<file path="src/dtsd_pkg.sv">
// shared constants, types and helpers for the fan-start step delay block
`default_nettype none

package dtsd_pkg;

	// ********************************************************************
	// register map (byte addresses) and reset values
	// ********************************************************************
	localparam logic [3:0]  DTSD_OFS_CTRL1 = 4'h0; // enables and remote b msb
	localparam logic [3:0]  DTSD_OFS_CTRL2 = 4'h4; // step delay codes
	localparam logic [3:0]  DTSD_OFS_LOCK  = 4'h8; // global lock, write once
	localparam logic [3:0]  DTSD_OFS_STAT  = 4'hc; // permits and lock, read only
	localparam logic [7:0]  DTSD_RST_CTRL1 = 8'h00;
	localparam logic [7:0]  DTSD_RST_CTRL2 = 8'h00;
	localparam logic        DTSD_RST_LOCK  = 1'b0;

	// ********************************************************************
	// field positions
	// ********************************************************************
	localparam int DTSD_CTRL1_RB_MSB = 0;
	localparam int DTSD_CTRL1_EN_A   = 5;
	localparam int DTSD_CTRL1_EN_L   = 6;
	localparam int DTSD_CTRL1_EN_B   = 7;
	localparam int DTSD_CTRL2_A_LO   = 0;
	localparam int DTSD_CTRL2_L_LO   = 3;
	localparam int DTSD_CTRL2_B_LO   = 6;
	localparam int DTSD_LOCK_BIT     = 0;
	localparam int DTSD_STAT_DOWN_LO = 0;
	localparam int DTSD_STAT_UP_LO   = 3;
	localparam int DTSD_STAT_LOCK    = 6;

	// ********************************************************************
	// timing: monitoring cycle length and step delay bases
	// ********************************************************************
	localparam int          DTSD_CLK_MHZ       = 200;
	localparam int          DTSD_MON_CYCLE_MS  = 125;
	localparam int          DTSD_MON_CYCLE_CLK = DTSD_MON_CYCLE_MS * DTSD_CLK_MHZ * 1000;
	localparam int          DTSD_PRESC_W       = 25;
	localparam int          DTSD_CNT_W         = 12;
	localparam logic [11:0] DTSD_DOWN_BASE     = 12'h008;
	localparam logic [11:0] DTSD_UP_BASE       = 12'h010;
	localparam logic [11:0] DTSD_CNT_RST       = 12'h000;
	localparam logic        DTSD_WAIT_RST      = 1'b1;

	// ********************************************************************
	// types
	// ********************************************************************
	typedef struct packed {
		logic        read;
		logic        write;
		logic [3:0]  address;
		logic [31:0] writedata;
		logic [3:0]  byteenable;
	} dtsd_avs_req_t;

	typedef struct packed {
		logic [7:0]              ctrl1;
		logic [7:0]              ctrl2;
		logic                    lock;
		logic                    waitreq;
		logic [31:0]             rdata;
		logic [DTSD_PRESC_W-1:0] presc;
		logic                    tick;
	} dtsd_top_state_t;

	typedef struct packed {
		logic [DTSD_CNT_W-1:0] cnt;
		logic                  down_ok;
		logic                  up_ok;
	} dtsd_timer_state_t;

	// monitoring cycles between downward steps for a code
	function automatic logic [11:0] dtsd_down_cycles(input logic [2:0] code);
		dtsd_down_cycles = DTSD_DOWN_BASE << code;
	endfunction

	// monitoring cycles between upward steps, always twice the downward
	function automatic logic [11:0] dtsd_up_cycles(input logic [2:0] code);
		dtsd_up_cycles = DTSD_UP_BASE << code;
	endfunction

endpackage

`default_nettype wire

</file>
<file path="src/dtsd_timer.sv">
// per-channel step delay timer counting monitoring cycles since last step
`default_nettype none

module dtsd_timer (
	input  wire logic       clk,
	input  wire logic       rst,
	input  wire logic       tick,
	input  wire logic       enable,
	input  wire logic [2:0] code,
	input  wire logic       adj_done,
	output logic            down_ok,
	output logic            up_ok
);
	import dtsd_pkg::*;

	dtsd_timer_state_t st_ff;
	dtsd_timer_state_t nxt_st;
	logic [11:0]       down_th;
	logic [11:0]       up_th;

	// ********************************************************************
	// counter and permits
	// ********************************************************************
	// count saturates at the upward limit so it never wraps
	always_comb begin
		down_th = dtsd_down_cycles(code);
		up_th   = dtsd_up_cycles(code);
		nxt_st  = st_ff;
		if (!enable || adj_done) begin
			nxt_st.cnt = DTSD_CNT_RST;
		end else if (tick && (st_ff.cnt < up_th)) begin
			nxt_st.cnt = st_ff.cnt + 12'h001;
		end
		nxt_st.down_ok = enable && !adj_done && (nxt_st.cnt >= down_th);
		nxt_st.up_ok   = enable && !adj_done && (nxt_st.cnt >= up_th);
	end

	// state register
	always_ff @(posedge clk or posedge rst) begin
		if (rst) begin
			st_ff <= '{cnt: DTSD_CNT_RST, down_ok: 1'b0, up_ok: 1'b0};
		end else begin
			st_ff <= nxt_st;
		end
	end

	assign down_ok = st_ff.down_ok;
	assign up_ok   = st_ff.up_ok;

	// ********************************************************************
	// checks
	// ********************************************************************
	a_down_at_code: assert property (@(posedge clk) disable iff (rst)
		($rose(st_ff.down_ok) && $past(code) == $past(code, 2))
		|-> (st_ff.cnt == dtsd_down_cycles($past(code))))
		else $error("down permit at wrong count");
	a_up_twice_down: assert property (@(posedge clk) disable iff (rst)
		st_ff.up_ok |-> (st_ff.down_ok && st_ff.cnt >= 12'h010))
		else $error("up permit before twice the down delay");
	a_disabled_no_permit: assert property (@(posedge clk) disable iff (rst)
		!enable |=> (!st_ff.down_ok && !st_ff.up_ok && st_ff.cnt == 12'h000))
		else $error("permit while channel disabled");
	a_step_restarts: assert property (@(posedge clk) disable iff (rst)
		(adj_done && enable) |=> (!st_ff.down_ok ##1 !st_ff.down_ok))
		else $error("permit too soon after a step");

endmodule

`default_nettype wire

</file>
<file path="src/dtsd_top.sv">
// register bank and step delay pacing for dynamic fan-start temperature control
//
// Register access over Avalon-MM and the placing of the registers were left to the implementer.
`default_nettype none

module dtsd_top #(
	parameter int TICK_CYCLES = dtsd_pkg::DTSD_MON_CYCLE_CLK
) (
	input  wire logic                    clk,
	input  wire logic                    rst,
	input  wire dtsd_pkg::dtsd_avs_req_t avs_req,
	output logic [31:0]                  avs_readdata,
	output logic                         avs_waitrequest,
	input  wire logic [2:0]              adj_done,
	output logic [2:0]                   remote_a_step_delay_code,
	output logic [2:0]                   local_step_delay_code,
	output logic [2:0]                   remote_b_step_delay_code,
	output logic                         remote_a_dynamic_enable,
	output logic                         local_dynamic_enable,
	output logic                         remote_b_dynamic_enable,
	output logic [2:0]                   down_ok,
	output logic [2:0]                   up_ok,
	output logic                         lock_active
);
	import dtsd_pkg::*;

	dtsd_top_state_t st_ff;
	dtsd_top_state_t nxt_st;
	logic            acc_now;
	logic [2:0]      chan_code [3];
	logic [2:0]      chan_en;
	logic [2:0]      down_ok_w;
	logic [2:0]      up_ok_w;

	// ********************************************************************
	// bus slave, registers and monitoring cycle prescaler
	// ********************************************************************
	// one wait state: the answer is prepared, then waitrequest drops for one
	// cycle; the write lands on that same edge, so lock is checked late
	always_comb begin
		nxt_st  = st_ff;
		acc_now = !st_ff.waitreq && (avs_req.read || avs_req.write);
		if (!st_ff.waitreq) begin
			nxt_st.waitreq = 1'b1;
		end else if (avs_req.read || avs_req.write) begin
			nxt_st.waitreq = 1'b0;
			if (avs_req.address == DTSD_OFS_CTRL1) begin
				nxt_st.rdata = {24'h000000, st_ff.ctrl1};
			end else if (avs_req.address == DTSD_OFS_CTRL2) begin
				nxt_st.rdata = {24'h000000, st_ff.ctrl2};
			end else if (avs_req.address == DTSD_OFS_LOCK) begin
				nxt_st.rdata = {31'h00000000, st_ff.lock};
			end else if (avs_req.address == DTSD_OFS_STAT) begin
				nxt_st.rdata = {25'h0000000, st_ff.lock, up_ok_w, down_ok_w};
			end else begin
				nxt_st.rdata = 32'h00000000; // unmapped reads as zero
			end
		end
		// writes take effect only on the edge that ends the wait
		if (acc_now && avs_req.write && avs_req.byteenable[0]) begin
			if (avs_req.address == DTSD_OFS_CTRL1 && !st_ff.lock) begin
				nxt_st.ctrl1 = avs_req.writedata[7:0];
			end else if (avs_req.address == DTSD_OFS_CTRL2 && !st_ff.lock) begin
				nxt_st.ctrl2 = avs_req.writedata[7:0];
			end else if (avs_req.address == DTSD_OFS_LOCK) begin
				nxt_st.lock = st_ff.lock | avs_req.writedata[DTSD_LOCK_BIT];
			end
		end
		// prescaler: one tick per monitoring cycle
		if (st_ff.presc == DTSD_PRESC_W'(TICK_CYCLES - 1)) begin
			nxt_st.presc = '0;
			nxt_st.tick  = 1'b1;
		end else begin
			nxt_st.presc = st_ff.presc + DTSD_PRESC_W'(1);
			nxt_st.tick  = 1'b0;
		end
	end

	// state register; lock only clears on the power-on reset
	always_ff @(posedge clk or posedge rst) begin
		if (rst) begin
			st_ff <= '{ctrl1: DTSD_RST_CTRL1, ctrl2: DTSD_RST_CTRL2, lock: DTSD_RST_LOCK,
				waitreq: DTSD_WAIT_RST, rdata: 32'h00000000, presc: '0, tick: 1'b0};
		end else begin
			st_ff <= nxt_st;
		end
	end

	// ********************************************************************
	// channel codes, enables and timers
	// ********************************************************************
	// channel order: 0 remote a, 1 local, 2 remote b
	assign chan_code[0] = st_ff.ctrl2[DTSD_CTRL2_A_LO +: 3];
	assign chan_code[1] = st_ff.ctrl2[DTSD_CTRL2_L_LO +: 3];
	assign chan_code[2] = {st_ff.ctrl1[DTSD_CTRL1_RB_MSB], st_ff.ctrl2[DTSD_CTRL2_B_LO +: 2]};
	assign chan_en      = {st_ff.ctrl1[DTSD_CTRL1_EN_B], st_ff.ctrl1[DTSD_CTRL1_EN_L],
		st_ff.ctrl1[DTSD_CTRL1_EN_A]};

	// one timer per channel, all paced by the shared tick
	for (genvar i = 0; i < 3; i++) begin : g_chan
		dtsd_timer u_timer (
			.clk      (clk),
			.rst      (rst),
			.tick     (st_ff.tick),
			.enable   (chan_en[i]),
			.code     (chan_code[i]),
			.adj_done (adj_done[i]),
			.down_ok  (down_ok_w[i]),
			.up_ok    (up_ok_w[i])
		);
	end

	// ********************************************************************
	// outputs, all from flip-flops
	// ********************************************************************
	assign avs_readdata             = st_ff.rdata;
	assign avs_waitrequest          = st_ff.waitreq;
	assign remote_a_step_delay_code = chan_code[0];
	assign local_step_delay_code    = chan_code[1];
	assign remote_b_step_delay_code = chan_code[2];
	assign remote_a_dynamic_enable  = chan_en[0];
	assign local_dynamic_enable     = chan_en[1];
	assign remote_b_dynamic_enable  = chan_en[2];
	assign down_ok                  = down_ok_w;
	assign up_ok                    = up_ok_w;
	assign lock_active              = st_ff.lock;

	// ********************************************************************
	// checks
	// ********************************************************************
	a_bus_answers: assert property (@(posedge clk) disable iff (rst)
		(avs_req.read || avs_req.write) |-> ##[0:1] !avs_waitrequest)
		else $error("bus request not answered in time");
	a_code_a_write: assert property (@(posedge clk) disable iff (rst)
		(acc_now && avs_req.write && avs_req.byteenable[0] && !st_ff.lock
		&& avs_req.address == DTSD_OFS_CTRL2)
		|=> (remote_a_step_delay_code == $past(avs_req.writedata[2:0])))
		else $error("remote a code not taken from bits 2:0");
	a_code_l_write: assert property (@(posedge clk) disable iff (rst)
		(acc_now && avs_req.write && avs_req.byteenable[0] && !st_ff.lock
		&& avs_req.address == DTSD_OFS_CTRL2)
		|=> (local_step_delay_code == $past(avs_req.writedata[5:3])))
		else $error("local code not taken from bits 5:3");
	a_code_b_join: assert property (@(posedge clk) disable iff (rst)
		(acc_now && avs_req.write && avs_req.byteenable[0] && !st_ff.lock
		&& avs_req.address == DTSD_OFS_CTRL2)
		|=> (remote_b_step_delay_code[1:0] == $past(avs_req.writedata[7:6])))
		else $error("remote b low bits not taken from bits 7:6");
	a_code_b_msb: assert property (@(posedge clk) disable iff (rst)
		(acc_now && avs_req.write && avs_req.byteenable[0] && !st_ff.lock
		&& avs_req.address == DTSD_OFS_CTRL1)
		|=> (remote_b_step_delay_code[2] == $past(avs_req.writedata[0])))
		else $error("remote b msb not taken from control bit 0");
	a_tick_period: assert property (@(posedge clk) disable iff (rst)
		st_ff.tick |-> ($past(st_ff.presc) == DTSD_PRESC_W'(TICK_CYCLES - 1)))
		else $error("monitoring tick off period");
	a_lock_blocks_write: assert property (@(posedge clk) disable iff (rst)
		(st_ff.lock && acc_now && avs_req.write) |=> ($stable(st_ff.ctrl2)
		&& $stable(st_ff.ctrl1)))
		else $error("locked register changed");
	a_lock_sticks: assert property (@(posedge clk) disable iff (rst)
		lock_active |=> lock_active [*2])
		else $error("lock cleared without power cycle");

endmodule

`default_nettype wire

</file>
<file path="config.mk">
export PLATFORM = sky130hd
export DESIGN_NAME = dtsd_top
export DESIGN_NICKNAME = d
export VERILOG_FILES = /design/src/dtsd_pkg.sv /design/src/dtsd_timer.sv /design/src/dtsd_top.sv
export SDC_FILE = /design/constraint.sdc
export NUM_CORES = 1
export LEC_CHECK = 0
export ABC_AREA = 1
export BUFFER_PORTS_ARGS = -buffer_cell sky130_fd_sc_hd__buf_2
export CAP_MARGIN = 20
export CORE_MARGIN = 2
export CORE_UTILIZATION = 40
export CTS_CLUSTER_DIAMETER = 30
export DETAILED_ROUTE_END_ITERATION = 8
export GPL_ROUTABILITY_DRIVEN = 0
export PLACE_DENSITY_LB_ADDON = 0.2
export SLEW_MARGIN = 20
export SYNTH_ARGS = -nofsm -noshare
export SYNTH_HDL_FRONTEND = slang
export SYNTH_SLANG_ARGS = --single-unit
</file>
<file path="constraint.sdc">
create_clock -name clk -period 4.8 [get_ports clk]
set_input_delay 0.96 -clock clk [delete_from_list [all_inputs] [get_ports clk]]
set_output_delay 0.96 -clock clk [all_outputs]
set_load 0.1 [all_outputs]
</file>
Word-level counts from Yosys, hierarchy flattened
Index checks and enable logic that the tools add are counted.
- word-level logic and storage cells: 89
- bits in registers: 118
- bits of input ports: 47
- muxes and demuxes: 13
- magnitude comparators: 9
- reduce and logical (&&, ||, !) cells: 34
- add/subtract/negate cells: 4
- bitwise gates (word level): 3
- shifts and indexed selects: 6
- eq/ne operators: 4
- operators by type and width (operator ; count):
    $mux 32 ; 3
    $ge 12x12->1 ; 6
    $mux 12 ; 6
    $add 12x1->12 const B ; 3
    $lt 12x12->1 ; 3
    $shl 4x3->12 const A ; 3
    $shl 5x3->12 const A ; 3
    $mux 33 ; 1
    $mux 26 ; 1
    $add 25x1->25 const B ; 1
    $eq 25x25->1 const B ; 1
    $logic_and 1x1->1 ; 17
    $eq 4x4->1 const B ; 2
    $logic_not 1->1 ; 8
    $mux 7 ; 1
    $eq 4x3->1 const B ; 1
    $logic_not 4->1 ; 1
    $logic_or 1x1->1 ; 4
    $reduce_and 2->1 ; 2
    $reduce_and 4->1 ; 1
    $reduce_and 3->1 ; 1
    $not 1->1 ; 2
    $mux 1 ; 1
    $or 1x1->1 ; 1

Logic depth before layout (Yosys ltp)
- word-level depth: 7
- mapped depth: 25
- gate-level depth less buffers: 25

Modules after synthesis
From an unflattened synthesis, not the netlist that was laid out.
- cell total of the unflattened synthesis: 985
- area, all modules: 7392.1 um^2
- modules (own cells, without submodules) (module ; times used ; area each (um^2) ; cells each):
    dtsd_timer ; 3 ; 1390.1 ; 189
    dtsd_top ; 1 ; 3221.8 ; 418

Worst setup path after synthesis
Ideal clock, no wire load.
- path kind: flip-flop to flip-flop
- from: register st_ff, in the netlist remote_b_step_delay_code[1]
- to: register g_chan[2].u_timer.st_ff, in the netlist g_chan[2].u_timer.down_ok
- path buffers: 1
- setup time: 0.125 ns
- setup slack: 1.692 ns
- stages on the path, launching flop included: 20
- arrival: 2.983 ns
- period minus slack after synthesis: 3.108 ns
- cell sequence: dfrtp_1 inv_1 nand3_1 ha_1 a21oi_1 nor2_1 a211oi_1 nand2_1 nor2_1 buf_2 nand4_1 a21oi_1 ha_1 a21oi_1 nor2_1 o31a_1 o21ai_0 nand2_1 nand2_1 a21oi_1
- RTL lines (element ; line ; RTL):
    start, declared ; dtsd_top.sv:27 ; dtsd_top_state_t st_ff;
    start signal, assigned ; dtsd_top.sv:82 ; st_ff <= '{ctrl1: DTSD_RST_CTRL1, ctrl2: DTSD_RST_CTRL2, lock: DTSD_RST_LOCK,
    start signal, assigned ; dtsd_top.sv:85 ; st_ff <= nxt_st;
    end signal, assigned ; dtsd_timer.sv:41 ; st_ff <= '{cnt: DTSD_CNT_RST, down_ok: 1'b0, up_ok: 1'b0};
    end signal, assigned ; dtsd_timer.sv:43 ; st_ff <= nxt_st;
    end, declared ; dtsd_timer.sv:16 ; dtsd_timer_state_t st_ff;

==> reports/metrics.yaml <==
run_status:
  status: "completed"
clock_network:
  cts_tree: "built"
  clk_latency_ps: 350
  cts_root_buf: "clkbuf_16"
  cts.clk_slew.worst_paths_ps: 70
  cts_buffers: 9
  cts_setup_buffers: 0
  cts.sinks: 94
  cts_resized: 0
  ctsHtreeMaxLevel: 3
  clockBufferDepth: 2
  hold_buffers: 0
floorplanning:
  die_h_um: 135
  die_x_um: 135
  die_area_um2: 18100
  ios: 99
  core_um2: 16600
  rows: 47
  start_util_pct: 41.0
grt:
  antenna_found_initial: 0
  grt_pass1_vias: 5100
  grt_use_total_pct: 17.7
  grt_max_degree: 73
  grt_overflow_total: 0
  grt_pass1_wl_um: 25500
setup_path:
  critPathKind: "register to register"
  worstPathArrival_ps: 4180
  cpPeakStageDelay_ps: 500
  endpoint_kind: "register"
  rrSetupSlack_ps: 840
  r2r_end: "g_chan[2].u_timer.down_ok"
  cpMostUsedCell: "nand2_1"
  start_kind: "register"
  reg2reg_depth: 22
  path_buf_inv: 2
  setup.worst_path.start: "remote_b_step_delay_code[0]"
  rr_startpoint: "remote_b_step_delay_code[0]"
  cp_top_family: "compound AO/OA/AOI/OAI gates"
  cp_max_fo: 11
  critPathSlowestCell: "dfrtp_1"
  critPathRequiredTime_ps: 5020
  cp_cell_sequence: "inv_1 > nand3_1 > ha_1 > o21a_1 > nor2_1 > o21ai_1 > nand2_1 > nand2_1 > nor2_1 > buf_4 > nand2_1 > nor3_1 > nand2_1 > a21oi_1 > ha_1 > nand3_1 > o21ai_0 > o31a_1 > o21ai_0 > nand2_1 > nand2_1 > a21oi_1"
placed_design:
  io_buffers: 47
  place_inst: 1106
  dp_slack_ps: 894
  placedInstanceArea_um2: 7060
  dp_hpwl_um: 12000
route:
  dr.pass1.iters: 5
  first_iter_violations: 328
  wire_per_inst_um: 13.8
  drtAntennaViolNets: 0
  routed_wl_um: 15400
  drc_errors: 0
  vias_per_cell: 4.98
  num_vias: 5583
final_layout:
  final_core_util_pct: 44.1
  area_delta_synth_final_pct: 7.67
  final_nets: 1020
  antenna_cells: 0
  fin_area_um2: 7340
  nFillCells: 1685
  instances_no_fill: 1122
  drive_gt1_share_pct: 11.3
timing:
  setup_viol: 0
  fmax_mhz: 253
  rsz0062_at_grt: "no"
  final_hold_viol_count: 0
  setup_ws_ps: 841
  max_slew_margin_pct: 37.8
  drv_slew: 0
  min_period_ps: 3960
  whs_ps: 481
  fin_tns_setup_ps: 0
  tightestPinTransition_ps: 927
  post-route-period-util_pct: 82.5
  fin_skew_ps: 9.23
synthesis:
  yosysWarningCount: 0
  seq_area_frac_synth_pct: 34.5
  synth_area_leader_cell: "dfrtp_1"
  synth_edf_count: 0
  synth_top_area_share_pct: 34.1
  syn_inst: 867
  syn_avg_cell_area_um2: 7.87
  synthArstFlopShare_pct: 100
  yosysMostFrequentCell: "nand2_1"
  synthTopCellsByCount: "155 x nand2_1, 113 x inv_1, 93 x dfrtp_1, 76 x ha_1, 64 x nor2_1"
  synth_seq_cells: 94
  synth.distinct_cells: 45
  synth_ff_type: "dfrtp_1"
  synth_area_leaders: "dfrtp_1 34%, ha_1 14%, nand2_1 8.5%"
  synth_area_um2: 6820
power_and_ir_drop:
  peakVddDrop_mv: 0.168
  p_total_mw: 1.66
  leakagePower_nw: 3.55
  power_density_nw_per_um2: 226
hold_path:
  min_path_cells: 2
  min_to: "avs_readdata[2]"
  hold_path_class: "register to register"
  hold_start: "avs_readdata[2]"
run:
  maxCapViolCount: 0
-- sequential cells by signal, indices dropped and copies added, names as in the netlist, 3 cells and up --
signal / count
g_chan.u_timer.down_ok: 3
g_chan.u_timer.st_ff: 36
local_step_delay_code: 3
st_ff: 30
g_chan.u_timer.up_ok: 3
remote_a_step_delay_code: 3
avs_readdata: 8
remote_b_step_delay_code: 3
-- power breakdown --
part	internal, mW	leakage, nW	switching (mW)
Sequential	0.796	1.29	0.00245
Clock	0.382	0.139	0.325
Combinational	0.0119	2.12	0.139
-- layer usage --
metal  wire length [µm]  track usage, %
met5                  0               0
met4                217            5.32
met3                592            3.12
met2               6610            26.8
met1               8030            25.9
-- logic make-up (layout without fill, tap and decap cells) --
logic type                 after synthesis  count (layout)  synth area share [%]
and+or+nand+nor                        363             363                  25.5
buffers and inverters                  176             188                  12.5
AOI/OAI and AO/OA                      138             138                  11.1
DFF                                     94              94                  34.5
adders and majority gates               76              76                  13.9
xor gates and xnor gates                19              19                  2.44
other                                    1              24                0.0550
-- worst max-delay path by stage --
stage | end | cells after the start | slack [ps]
floorplan | avs_readdata[0] | 1 | 1390
global placement | g_chan[2].u_timer.down_ok | 22 | 950
CTS | g_chan[2].u_timer.down_ok | 22 | 860
finish | g_chan[2].u_timer.down_ok | 22 | 840
global route | g_chan[2].u_timer.down_ok | 22 | 440
detailed placement | g_chan[2].u_timer.down_ok | 22 | 890
-- worst min-delay path: stages, from the launching register on --
cell and delay [ps]:
dfrtp_1 340, nand2_1 50, o21ai_0 50
-- layout make-up --
type | count | area (µm²) | share of cell area (%)
Clock buffer | 12 | 256 | 3.49
Clock inverter | 4 | 30.0 | 0.409
Inverter | 120 | 453 | 6.17
Multi-Input combinational cell | 620 | 3700 | 50.4
Sequential cell | 94 | 2350 | 32.0
Tap cell | 220 | 275 | 3.75
Timing Repair Buffer | 52 | 273 | 3.71
-- cells in the final DEF (no fill, tap or decap), drive strengths merged --
master,n
o31a,1
buf,52
nor2,73
a221oi,1
o21bai,1
nor4,9
nand3,68
nor3,31
o211ai,2
dfrtp,93
clkbuf,12
a21oi,59
nand4,21
dfstp,1
o22ai,6
o21ai,54
xor2,18
conb,24
clkinv,4
o2111ai,3
o21a,2
xnor2,1
a31oi,2
inv,119
nand3b,2
a211oi,4
or2,1
clkinvlp,1
nand2,158
ha,76
o221ai,1
a21o,2
No activity file was read; power rests on OpenSTA's default activity.
